<file path="config.mk">
export PLATFORM = sky130hd
export DESIGN_NAME = ccpsp_pwm
export DESIGN_NICKNAME = d
export VERILOG_FILES = /design/src/pkg/ccpsp_pkg.sv /design/src/pkg/ccpsp_tb_if.sv /design/src/verilog/ccpsp_timer.sv /design/src/verilog/ccpsp_duty.sv /design/src/verilog/ccpsp_pwm.sv
export SDC_FILE = /design/constraint.sdc
export NUM_CORES = 1
export LEC_CHECK = 0
export ABC_AREA = 1
export ABC_CLOCK_PERIOD_IN_PS = 5800
export BUFFER_PORTS_ARGS = -buffer_cell sky130_fd_sc_hd__buf_2
export CAP_MARGIN = 20
export CORE_ASPECT_RATIO = 1.2
export CORE_UTILIZATION = 58
export CTS_BUF_LIST = sky130_fd_sc_hd__clkbuf_4 sky130_fd_sc_hd__clkbuf_8 sky130_fd_sc_hd__clkbuf_16
export CTS_CLUSTER_SIZE = 30
export DETAILED_ROUTE_END_ITERATION = 7
export PLACE_DENSITY_LB_ADDON = 0.08
export SYNTH_ARGS = -nofsm -noshare
export SYNTH_HDL_FRONTEND = slang
export SYNTH_SLANG_ARGS = --single-unit
</file>
<file path="constraint.sdc">
create_clock -name clk -period 5.8 [get_ports clk]
set_clock_uncertainty 0.2 [all_clocks]
set_input_delay 0.29 -clock clk [delete_from_list [all_inputs] [get_ports clk]]
set_output_delay 0.29 -clock clk [all_outputs]
set_load 0.02 [all_outputs]
</file>
<file path="src/pkg/ccpsp_pkg.sv">
// Constants shared by the standard PWM unit and its helpers.
// Assumes a single system clock domain; no bus, all settings are ports.
package ccpsp_pkg;
	// ----------------------------------------
	// Widths
	// ----------------------------------------
	localparam int TMR_W = 8;
	localparam int DUTY_W = 10;
	localparam int SUB_W = 2;
	// ----------------------------------------
	// Codes, reset values and prescaler limits
	// ----------------------------------------
	localparam logic [3:0] FUNC_PWM = 4'hf;
	localparam logic [1:0] PRESC_1 = 2'h0;
	localparam logic [1:0] PRESC_4 = 2'h1;
	localparam logic [1:0] PRESC_16 = 2'h2;
	localparam logic [1:0] PRESC_64 = 2'h3;
	localparam logic [7:0] TMR_RST = 8'h00;
	localparam logic [9:0] DUTY_RST = 10'h000;
	localparam logic [5:0] PRE_RST = 6'h00;
	localparam logic [5:0] PRE_MAX_1 = 6'h00;
	localparam logic [5:0] PRE_MAX_4 = 6'h03;
	localparam logic [5:0] PRE_MAX_16 = 6'h0f;
	localparam logic [5:0] PRE_MAX_64 = 6'h3f;

	typedef enum logic [1:0] {
		CCPSP_IDLE = 2'b00,
		CCPSP_RUN = 2'b01,
		CCPSP_FROZEN = 2'b10
	} ccpsp_state_e;
endpackage

</file>
<file path="src/pkg/ccpsp_tb_if.sv">
// Time base carrier between the timer helper and the PWM top.
// Assumes both ends on the same clock.
`timescale 1ns/100ps
interface ccpsp_tb_if;
	logic [9:0] time_base;
	logic [9:0] time_base_next;
	logic tick;
	logic period_end;
	logic [7:0] count;
	logic [7:0] period_limit;
	modport timer (output time_base, output time_base_next, output tick, output period_end,
		output count, input period_limit);
	modport pwm (input time_base, input time_base_next, input tick, input period_end,
		input count, output period_limit);
endinterface

</file>
<file path="src/verilog/ccpsp_timer.sv">
// Period timer with prescaler, extended to a 10-bit time base.
// Assumes run and sleep are synchronous to clk.
`timescale 1ns/100ps
module ccpsp_timer (
	input wire logic clk,
	input wire logic rst_b,
	input wire logic run,
	input wire logic sleep,
	input wire logic [1:0] timer_prescale_sel,
	ccpsp_tb_if.timer tb
);
	logic [5:0] pre_reg;
	logic [7:0] cnt_reg;
	logic [5:0] pre_max;
	logic go;
	logic pre_step;
	logic [5:0] pre_next;
	logic [7:0] cnt_next;
	logic [1:0] ph_reg;
	logic [1:0] ph_next;

	// Time base from count, phase and prescaler for the selected prescale
	function automatic logic [9:0] base_of(input logic [1:0] sel, input logic [7:0] cnt,
		input logic [1:0] ph, input logic [5:0] pre);
		case (sel)
			ccpsp_pkg::PRESC_1: base_of = {cnt, ph};
			ccpsp_pkg::PRESC_4: base_of = {cnt, pre[1:0]};
			ccpsp_pkg::PRESC_16: base_of = {cnt, pre[3:2]};
			default: base_of = {cnt, pre[5:4]};
		endcase
	endfunction

	// ----------------------------------------
	// Prescaler
	// ----------------------------------------
	always_comb begin
		case (timer_prescale_sel)
			ccpsp_pkg::PRESC_1: pre_max = ccpsp_pkg::PRE_MAX_1;
			ccpsp_pkg::PRESC_4: pre_max = ccpsp_pkg::PRE_MAX_4;
			ccpsp_pkg::PRESC_16: pre_max = ccpsp_pkg::PRE_MAX_16;
			default: pre_max = ccpsp_pkg::PRE_MAX_64;
		endcase
	end

	assign go = run && !sleep;
	// Prescaler steps once per four clocks, so the timer period carries the factor four
	assign pre_step = go && (ph_reg == 2'h3);
	assign pre_next = !pre_step ? pre_reg : (pre_reg >= pre_max) ? ccpsp_pkg::PRE_RST
		: pre_reg + 6'h01;
	assign ph_next = go ? ph_reg + 2'h1 : ph_reg;

	always_ff @(posedge clk or negedge rst_b) begin
		if (!rst_b) begin
			pre_reg <= ccpsp_pkg::PRE_RST;
		end else begin
			pre_reg <= pre_next;
		end
	end

	// ----------------------------------------
	// Timer count, cleared after match
	// ----------------------------------------
	assign tb.tick = pre_step && (pre_reg >= pre_max);
	assign tb.period_end = tb.tick && (cnt_reg == tb.period_limit);
	assign cnt_next = tb.period_end ? ccpsp_pkg::TMR_RST
		: tb.tick ? cnt_reg + 8'h01 : cnt_reg;

	always_ff @(posedge clk or negedge rst_b) begin
		if (!rst_b) begin
			cnt_reg <= ccpsp_pkg::TMR_RST;
		end else if (tb.period_end) begin
			cnt_reg <= ccpsp_pkg::TMR_RST;
		end else if (tb.tick) begin
			cnt_reg <= cnt_reg + 8'h01;
		end
	end

	// Clock-cycle counter stands in for the two oscillator phase bits at 1:1
	always_ff @(posedge clk or negedge rst_b) begin
		if (!rst_b) begin
			ph_reg <= 2'h0;
		end else begin
			ph_reg <= ph_next;
		end
	end

	// Next value lets the registered pin clear on the edge the base reaches the duty
	always_comb begin
		tb.time_base = base_of(timer_prescale_sel, cnt_reg, ph_reg, pre_reg);
		tb.time_base_next = base_of(timer_prescale_sel, cnt_next, ph_next, pre_next);
	end
	assign tb.count = cnt_reg;
endmodule

</file>
<file path="src/verilog/ccpsp_duty.sv">
// Duty value unpacking by alignment select.
// Assumes the two duty bytes are held by the caller.
`timescale 1ns/100ps
module ccpsp_duty (
	input wire logic duty_align_sel,
	input wire logic [7:0] duty_low_reg,
	input wire logic [7:0] duty_high_reg,
	output logic [9:0] pulse_width_value
);
	always_comb begin
		if (duty_align_sel) begin
			pulse_width_value = {duty_high_reg, duty_low_reg[7:6]};
		end else begin
			pulse_width_value = {duty_high_reg[1:0], duty_low_reg};
		end
	end
endmodule

</file>
<file path="src/verilog/ccpsp_pwm.sv">
// Standard PWM unit: period timer, double-buffered duty, waveform pin.
// Assumes settings ports are synchronous to clk and stable from software.
`timescale 1ns/100ps
module ccpsp_pwm (
	input wire logic clk,
	input wire logic rst_b,
	input wire logic unit_enable,
	input wire logic [3:0] function_select,
	input wire logic duty_align_sel,
	input wire logic [7:0] duty_low_reg,
	input wire logic [7:0] duty_high_reg,
	input wire logic [7:0] period_limit,
	input wire logic [1:0] timer_prescale_sel,
	input wire logic timer_run,
	input wire logic sleep,
	input wire logic pin_direction,
	output logic waveform_pin_out,
	output logic waveform_pin_oe,
	output logic waveform_level,
	output logic timer_match_flag,
	output logic [7:0] period_timer_count,
	output logic [9:0] duty_buffer,
	output logic pwm_active
);
	// ----------------------------------------
	// Mode and state
	// ----------------------------------------
	ccpsp_tb_if tb ();
	ccpsp_pkg::ccpsp_state_e state_reg;
	ccpsp_pkg::ccpsp_state_e state_next;
	logic pwm_mode;
	logic [9:0] duty_raw;
	logic [9:0] buf_reg;
	logic out_reg;
	logic flag_reg;
	logic set_ok;

	assign pwm_mode = unit_enable && (function_select == ccpsp_pkg::FUNC_PWM);

	always_comb begin
		case (state_reg)
			ccpsp_pkg::CCPSP_IDLE: state_next = pwm_mode ? ccpsp_pkg::CCPSP_RUN
				: ccpsp_pkg::CCPSP_IDLE;
			ccpsp_pkg::CCPSP_RUN: begin
				if (!pwm_mode) begin
					state_next = ccpsp_pkg::CCPSP_IDLE;
				end else if (sleep) begin
					state_next = ccpsp_pkg::CCPSP_FROZEN;
				end else begin
					state_next = ccpsp_pkg::CCPSP_RUN;
				end
			end
			ccpsp_pkg::CCPSP_FROZEN: begin
				if (!pwm_mode) begin
					state_next = ccpsp_pkg::CCPSP_IDLE;
				end else if (sleep) begin
					state_next = ccpsp_pkg::CCPSP_FROZEN;
				end else begin
					state_next = ccpsp_pkg::CCPSP_RUN;
				end
			end
			default: state_next = ccpsp_pkg::CCPSP_IDLE;
		endcase
	end

	always_ff @(posedge clk or negedge rst_b) begin
		if (!rst_b) begin
			state_reg <= ccpsp_pkg::CCPSP_IDLE;
		end else begin
			state_reg <= state_next;
		end
	end

	// ----------------------------------------
	// Time base
	// ----------------------------------------
	// No postscaler exists here, so period timing cannot depend on one
	ccpsp_timer u_timer (
		.clk(clk),
		.rst_b(rst_b),
		.run(timer_run),
		.sleep(sleep),
		.timer_prescale_sel(timer_prescale_sel),
		.tb(tb.timer)
	);
	assign tb.period_limit = period_limit;

	ccpsp_duty u_duty (
		.duty_align_sel(duty_align_sel),
		.duty_low_reg(duty_low_reg),
		.duty_high_reg(duty_high_reg),
		.pulse_width_value(duty_raw)
	);

	// ----------------------------------------
	// Duty buffer
	// ----------------------------------------
	// Bytes are live; only this buffer reaches the comparator, avoiding glitches
	always_ff @(posedge clk or negedge rst_b) begin
		if (!rst_b) begin
			buf_reg <= ccpsp_pkg::DUTY_RST;
		end else if (tb.period_end) begin
			buf_reg <= duty_raw;
		end
	end

	// ----------------------------------------
	// Output level
	// ----------------------------------------
	// Duty beyond the period never matches, so the level simply holds
	assign set_ok = (duty_raw != ccpsp_pkg::DUTY_RST);

	always_ff @(posedge clk or negedge rst_b) begin
		if (!rst_b) begin
			out_reg <= 1'b0;
		end else if (!pwm_mode) begin
			out_reg <= 1'b0;
		end else if (tb.period_end) begin
			out_reg <= set_ok;
		end else if ((tb.time_base_next == buf_reg) && (tb.time_base != buf_reg)) begin
			// Only the arrival clears, so a frozen base in sleep holds the level
			out_reg <= 1'b0;
		end
	end

	// ----------------------------------------
	// Match flag, one-cycle pulse registered from period end
	// ----------------------------------------
	always_ff @(posedge clk or negedge rst_b) begin
		if (!rst_b) begin
			flag_reg <= 1'b0;
		end else begin
			flag_reg <= tb.period_end;
		end
	end

	assign waveform_level = out_reg;
	assign waveform_pin_out = out_reg;
	assign waveform_pin_oe = pwm_mode && !pin_direction;
	assign timer_match_flag = flag_reg;
	assign period_timer_count = tb.count;
	assign duty_buffer = buf_reg;
	assign pwm_active = (state_reg == ccpsp_pkg::CCPSP_RUN);
endmodule

</file>
Word level (Yosys, flattened, before mapping) --
Index checks and enable logic that the tools add are counted.
Cells by class: $add $sub $neg 3, muxes and demuxes 16, reductions and logical operators 13, equal/unequal tests 10, $lt $le $gt $ge 1
Operators with widths (count):
- one-hot mux 6 bit (3 select lines) | 1
- two-way mux 8 bit | 2
- two-way mux 6 bit | 2
- one-hot mux 2 bit (3 select lines) | 2
- equality test 10 bit | 1
- two-way mux 10 bit | 1
- inequality test 10 bit | 1
- nonzero test 10 bit | 1
- adder 8 x 1 -> 8 bit, second input constant | 1
- equality test 8 bit | 1
- logical AND 1 bit | 7
- adder 6 x 1 -> 6 bit, second input constant | 1
- equality test 2 bit, second input constant | 3
- greater-or-equal comparator 6 bit | 1
- two-way mux 2 bit | 3
- equality test 2 x 1 -> 1 bit, second input constant | 2
- equality test 4 bit, second input constant | 1
- zero test 2 bit | 2
- two-way mux 1 bit | 4
- one-hot mux 2 bit (2 select lines) | 1
- inequality test 3 x 2 -> 1 bit, second input constant | 1
- adder 2 x 1 -> 2 bit, second input constant | 1
- zero test 1 bit | 2
- OR reduction 2 bit | 1
Word-level totals: register bits after elaboration 30, output and inout bits 23

Depth between registers and ports, before layout --
depth after elaboration 11, gate-level depth with buffers 22, depth with buffers taken out 21

By module --
Synthesis repeated with hierarchy kept, for this count alone.
Second synthesis, totals: cells, all modules 343, area total of the unflattened synthesis 2364.8 µm²
By module, submodules not included:
- ccpsp_timer | times used 1, cells an instance 173, area each 1302.5 µm²
- ccpsp_pwm | times used 1, cells an instance 138, area each 934.6 µm²
- ccpsp_duty | times used 1, cells an instance 32, area each 127.6 µm²

Least setup slack after synthesis --
Ideal clock, no wire load.
path type input-to-reg, start input port timer_prescale_sel[1], end register out_reg (netlist: waveform_level), stages on the path 19, setup time 0.129 ns, path slack 3.489 ns, arrival time 1.982 ns, required time 5.471 ns, path through nor2_1 -> inv_1 -> ha_1 -> inv_1 -> nand2_1 -> nand2_1 -> nand2_1 -> nand3_2 -> a21oi_4 -> nand2_4 -> buf_6 -> nand3_2 -> nand3_2 -> nor2_1 -> nand2_1 -> nor2_1 -> nand2_1 -> nand2_1 -> nand2_1
Between the ends: longest elaborated chain between the ends 9, elaborated cells on any way between the ends 19, those cells by class 1 x order compare; 5 x eq/ne; 9 x mux; 4 x reduce/logical
RTL lines:
- start, declared | line ccpsp_pwm.sv:13 | input wire logic [1:0] timer_prescale_sel,
- equality test 2 bit (tied with other cells) | line ccpsp_timer.sv:25, ccpsp_timer.sv:37
- one-hot mux 6 bit (3 select lines) | line ccpsp_timer.sv:37 | case (timer_prescale_sel)
- greater-or-equal comparator 6 bit | line ccpsp_timer.sv:48, ccpsp_timer.sv:63
- two-way mux 6 bit / logical AND 1 bit (equally long branches) | line ccpsp_timer.sv:48, ccpsp_timer.sv:63
- two-way mux 6 bit (tied with other cells) | line ccpsp_timer.sv:48 | assign pre_next = !pre_step ? pre_reg : (pre_reg >= pre_max) ? ccpsp_pkg::PRE_RST
- one-hot mux 2 bit (3 select lines) / two-way mux 8 bit (equally long branches)
- equality test 10 bit | line ccpsp_pwm.sv:120 | end else if ((tb.time_base_next == buf_reg) && (tb.time_base != buf_reg)) begin
- logical AND 1 bit | line ccpsp_pwm.sv:120
- inequality test 3 x 2 -> 1 bit (no line)
- end signal, assigned | line ccpsp_pwm.sv:119 | out_reg <= set_ok;
- end, declared | line ccpsp_pwm.sv:34 | logic out_reg;
Parallel ways exist; a longest one is shown, timed or not. A chain may end at the register's enable or synchronous reset.

Final worst setup path --
start register u_timer.pre_reg[0], end register out_reg (netlist: waveform_level)
Between the ends: longest elaborated chain between the ends 7, elaborated cells on any way between the ends 16, those cells by class 1 x add/sub; 1 x order compare; 3 x eq/ne; 8 x mux; 3 x reduce/logical
RTL lines:
- start, declared | line ccpsp_timer.sv:12 | logic [5:0] pre_reg;
- start signal, assigned | line ccpsp_timer.sv:54 | pre_reg <= ccpsp_pkg::PRE_RST;
- start signal, assigned | line ccpsp_timer.sv:56 | pre_reg <= pre_next;
- adder 6 x 1 -> 6 bit / greater-or-equal comparator 6 bit (equally long branches) | line ccpsp_timer.sv:49, ccpsp_timer.sv:48, ccpsp_timer.sv:63
- two-way mux 6 bit / logical AND 1 bit (equally long branches) | line ccpsp_timer.sv:48, ccpsp_timer.sv:63
- two-way mux 6 bit (tied with other cells) | line ccpsp_timer.sv:48
- one-hot mux 2 bit (3 select lines) / two-way mux 8 bit (equally long branches)
- equality test 10 bit | line ccpsp_pwm.sv:120
- logical AND 1 bit | line ccpsp_pwm.sv:120
- inequality test 3 x 2 -> 1 bit (no line)
Parallel ways exist; a longest one is shown, timed or not.

==> flow_summary.json <==
{
  "final_cell_mix": "sky130_fd_sc_hd__nand2_1, sky130_fd_sc_hd__buf_2, sky130_fd_sc_hd__inv_1, sky130_fd_sc_hd__nor2_1, sky130_fd_sc_hd__dfrtp_1",
  "cts_root_buf": "sky130_fd_sc_hd__clkbuf_8",
  "antenna_found_initial": 0,
  "setup_viol_count_final": 0,
  "clock_slew_at_the_register_clock_pins_of_the_worst_setup_and_hold_paths_ns": 0.07,
  "cts_max_level": 2,
  "layout.cells.non_filler": 494,
  "regToRegEndpoint": "waveform_level",
  "yosys.area.top_type_share_pct": 30.4,
  "numPlacedInstances": 485,
  "post-synth-top-area-cell": "sky130_fd_sc_hd__dfrtp_1",
  "outcome": "complete, no violations",
  "antenna_cells": 0,
  "max_freq_mhz": 392,
  "path_class": "reg2reg",
  "synth_cell_type_count": 36,
  "min-delay-path-class": "in2reg",
  "area.growth.synth_to_final_pct": 16.4,
  "setup_slack_ns": 3.25,
  "fillerInstances": 381,
  "syn_area_per_cell_um2": 6.49,
  "setup.worst_path.start_class": "register",
  "insertion_delay_ns": 0.29,
  "post-route-drc-count": 0,
  "synth_cells": 381,
  "fp-row-count": 25,
  "detailed_place_hpwl_um": 4500,
  "max_slew.worst_pin.slew_ns": 0.668,
  "drt-vias-per-instance": 5.07,
  "dpl_worst_slack_ns": 2.99,
  "clkSinkCount": 30,
  "grt_setup_unrepaired": "no",
  "worst_ep_arrival_time_ns": 2.52,
  "critPathRequiredTime_ns": 5.77,
  "grt_pass1_vias": 2206,
  "pleak_nw": 1.69,
  "cap_violations": 0,
  "number_of_max_slew_violations_in_the_final_report": 0,
  "max-vdd-ir-drop_uv": 137,
  "area_contributors_post_synth": "sky130_fd_sc_hd__dfrtp_1, sky130_fd_sc_hd__nand2_1, sky130_fd_sc_hd__inv_1",
  "crit_path_end_kind": "register",
  "postCtsSetupRepairBufs": 0,
  "crit_start": "u_timer.pre_reg[0]",
  "gp_routability_congestion": 0.914,
  "num-nets-final": 486,
  "drt_first_pass_iters": 5,
  "drive_above_1_share_pct": 19.5,
  "worstPathMaxFanout": 13,
  "drt_wl_total_um": 5600,
  "largest_reg_flops": 10,
  "numCtsBuffers": 5,
  "power-per-cell-area_nw_per_um2": 259,
  "worst_slew_margin_rel_pct": 55.4,
  "netlist_area_um2": 2470,
  "via_count": 2505,
  "floorplan.die.width_um": 61.6,
  "sequential_element_share_of_the_synthesized_area_pct": 30.4,
  "final-seq-area_um2": 751,
  "number_of_nets_produced_by_synthesis": 428,
  "route.detailed.wl_per_inst_um": 11.3,
  "worst_r2r_path_depth": 17,
  "cts-root-to-sink-buffers": 2,
  "start_util_pct": 61.7,
  "grt_max_degree": 31,
  "drt_iter0_drc": 225,
  "grt_first_pass_wirelength_um": 9210,
  "numPortBuffers": 59,
  "synthesis.yosys.warnings": 0,
  "timing.final.crit_share_pct": 44.0,
  "finalSetupTns_ns": 0,
  "timing.critical_path.to": "waveform_level",
  "gr-total-overflow": 0,
  "die_y_um": 73.5,
  "final_period_minus_worst_setup_slack_ns": 2.55,
  "cts_tree": "done",
  "placeableCoreArea_um2": 4000,
  "r2r_setup_slack_ns": 3.25,
  "io_pins": 60,
  "synth_register_bits": 30,
  "grtUsageTotal_pct": 27.5,
  "multi_input_comb_area_um2": 1450,
  "final_hold_vios": 0,
  "floorplan.die_area_um2": 4530,
  "ant_nets": 0,
  "worst_reg2reg_startpoint": "u_timer.pre_reg[0]",
  "final_common_cell": "sky130_fd_sc_hd__nand2_1"
}
## critical path, cell delays in order (launching register included)
cell and delay (ns):
sky130_fd_sc_hd__dfrtp_1 0.40, sky130_fd_sc_hd__inv_1 0.08, sky130_fd_sc_hd__ha_1 0.28, sky130_fd_sc_hd__inv_1 0.03, sky130_fd_sc_hd__nand2_1 0.05, sky130_fd_sc_hd__nand2_1 0.04, sky130_fd_sc_hd__nand2_1 0.08, sky130_fd_sc_hd__nand3_2 0.12
sky130_fd_sc_hd__a21oi_4 0.37, sky130_fd_sc_hd__nand2_4 0.20, sky130_fd_sc_hd__nand3_2 0.13, sky130_fd_sc_hd__nand3_2 0.06, sky130_fd_sc_hd__nor2_1 0.11, sky130_fd_sc_hd__nand2_1 0.05, sky130_fd_sc_hd__nor2_1 0.08, sky130_fd_sc_hd__nand2_1 0.05
sky130_fd_sc_hd__nand2_1 0.05, sky130_fd_sc_hd__nand2_1 0.04
## layer usage
metal  global-route usage, %  vias up  share of wire (%)
met1                    35.8     1093                 45
met2                    45.2       99                 47
met5                       0        -                  0
met3                    5.28       15                6.6
li1                        -     1298                  -
met4                    9.14        0                1.8
## logic make-up (layout without fill, tap and decap cells)
family | count (synthesis) | in the layout | synth area share (%)
AOI/OAI and AO/OA | 28 | 28 | 6.79
xor gates and xnor gates | 17 | 17 | 6.03
adders and majority gates | 10 | 10 | 5.06
buffers and inverters | 65 | 124 | 11.0
DFF | 30 | 30 | 30.4
muxes | 2 | 2 | 0.861
and+or+nand+nor | 229 | 229 | 39.8
## worst min-delay path by stage
stage          start            endpoint  slack [ns]  cells after the start
4_1_cts        sleep        state_reg[1]        0.02                      3
3_3_place_gp   rst_b  u_timer.pre_reg[2]        0.16                      1
2_1_floorplan  rst_b      duty_buffer[0]       -0.21                      0
5_1_grt        sleep        state_reg[1]        0.04                      3
3_5_place_dp   rst_b  u_timer.pre_reg[2]        0.16                      1
6_report       sleep        state_reg[1]        0.02                      3
## final cells by class
cell class	count	area share (%)
Clock buffer	6	2.87
Clock inverter	2	0.435
Inverter	56	7.31
Multi-Input combinational cell	286	50.3
Sequential cell	30	26.1
Tap cell	54	2.35
Timing Repair Buffer	60	10.6
## cell usage after synthesis
master / count
sky130_fd_sc_hd__a21o_1: 2
sky130_fd_sc_hd__a21oi_1: 2
sky130_fd_sc_hd__a21oi_2: 1
sky130_fd_sc_hd__a21oi_4: 1
sky130_fd_sc_hd__a31oi_1: 1
sky130_fd_sc_hd__and3_1: 2
sky130_fd_sc_hd__buf_2: 5
sky130_fd_sc_hd__buf_4: 1
sky130_fd_sc_hd__buf_6: 1
sky130_fd_sc_hd__buf_8: 1
sky130_fd_sc_hd__clkbuf_1: 1
sky130_fd_sc_hd__clkinv_1: 2
sky130_fd_sc_hd__dfrtp_1: 30
sky130_fd_sc_hd__ha_1: 10
sky130_fd_sc_hd__inv_1: 52
sky130_fd_sc_hd__inv_2: 2
sky130_fd_sc_hd__mux2_2: 1
sky130_fd_sc_hd__mux2i_1: 1
sky130_fd_sc_hd__nand2_1: 144
sky130_fd_sc_hd__nand2_2: 4
sky130_fd_sc_hd__nand2_4: 2
sky130_fd_sc_hd__nand3_1: 23
sky130_fd_sc_hd__nand3_2: 6
sky130_fd_sc_hd__nand3b_1: 1
sky130_fd_sc_hd__nand4_1: 4
sky130_fd_sc_hd__nor2_1: 35
sky130_fd_sc_hd__nor2_2: 1
sky130_fd_sc_hd__nor3_1: 4
sky130_fd_sc_hd__nor4_1: 2
sky130_fd_sc_hd__o211ai_1: 1
sky130_fd_sc_hd__o21ai_0: 10
sky130_fd_sc_hd__o21ai_1: 9
sky130_fd_sc_hd__o311ai_0: 1
sky130_fd_sc_hd__or2_2: 1
sky130_fd_sc_hd__xnor2_1: 5
sky130_fd_sc_hd__xor2_1: 12
## stage by stage
step	power (mW)	cell area (um^2)	util, %	hold slack [ns]
after floorplan	0.490	2470	-	-0.206
after global placement	0.561	2770	69.2	0.164
after detailed placement	0.568	2770	69.2	0.164
after CTS	0.746	2880	71.8	0.0185
after global routing	0.806	2880	71.8	0.0418
final	0.745	2880	71.8	0.0221
## timing repair
item | in CTS | in global routing
endpoints found under the hold margin | 30 | 0
resized for setup | 0 | 0
hold buffers | 1 | 0
## where the power goes
part / switching [mW] / internal, mW
Sequential: 0.0486 / 0.240
Clock: 0.0828 / 0.0952
Combinational: 0.169 / 0.109
No activity file was read; power rests on OpenSTA's default activity.
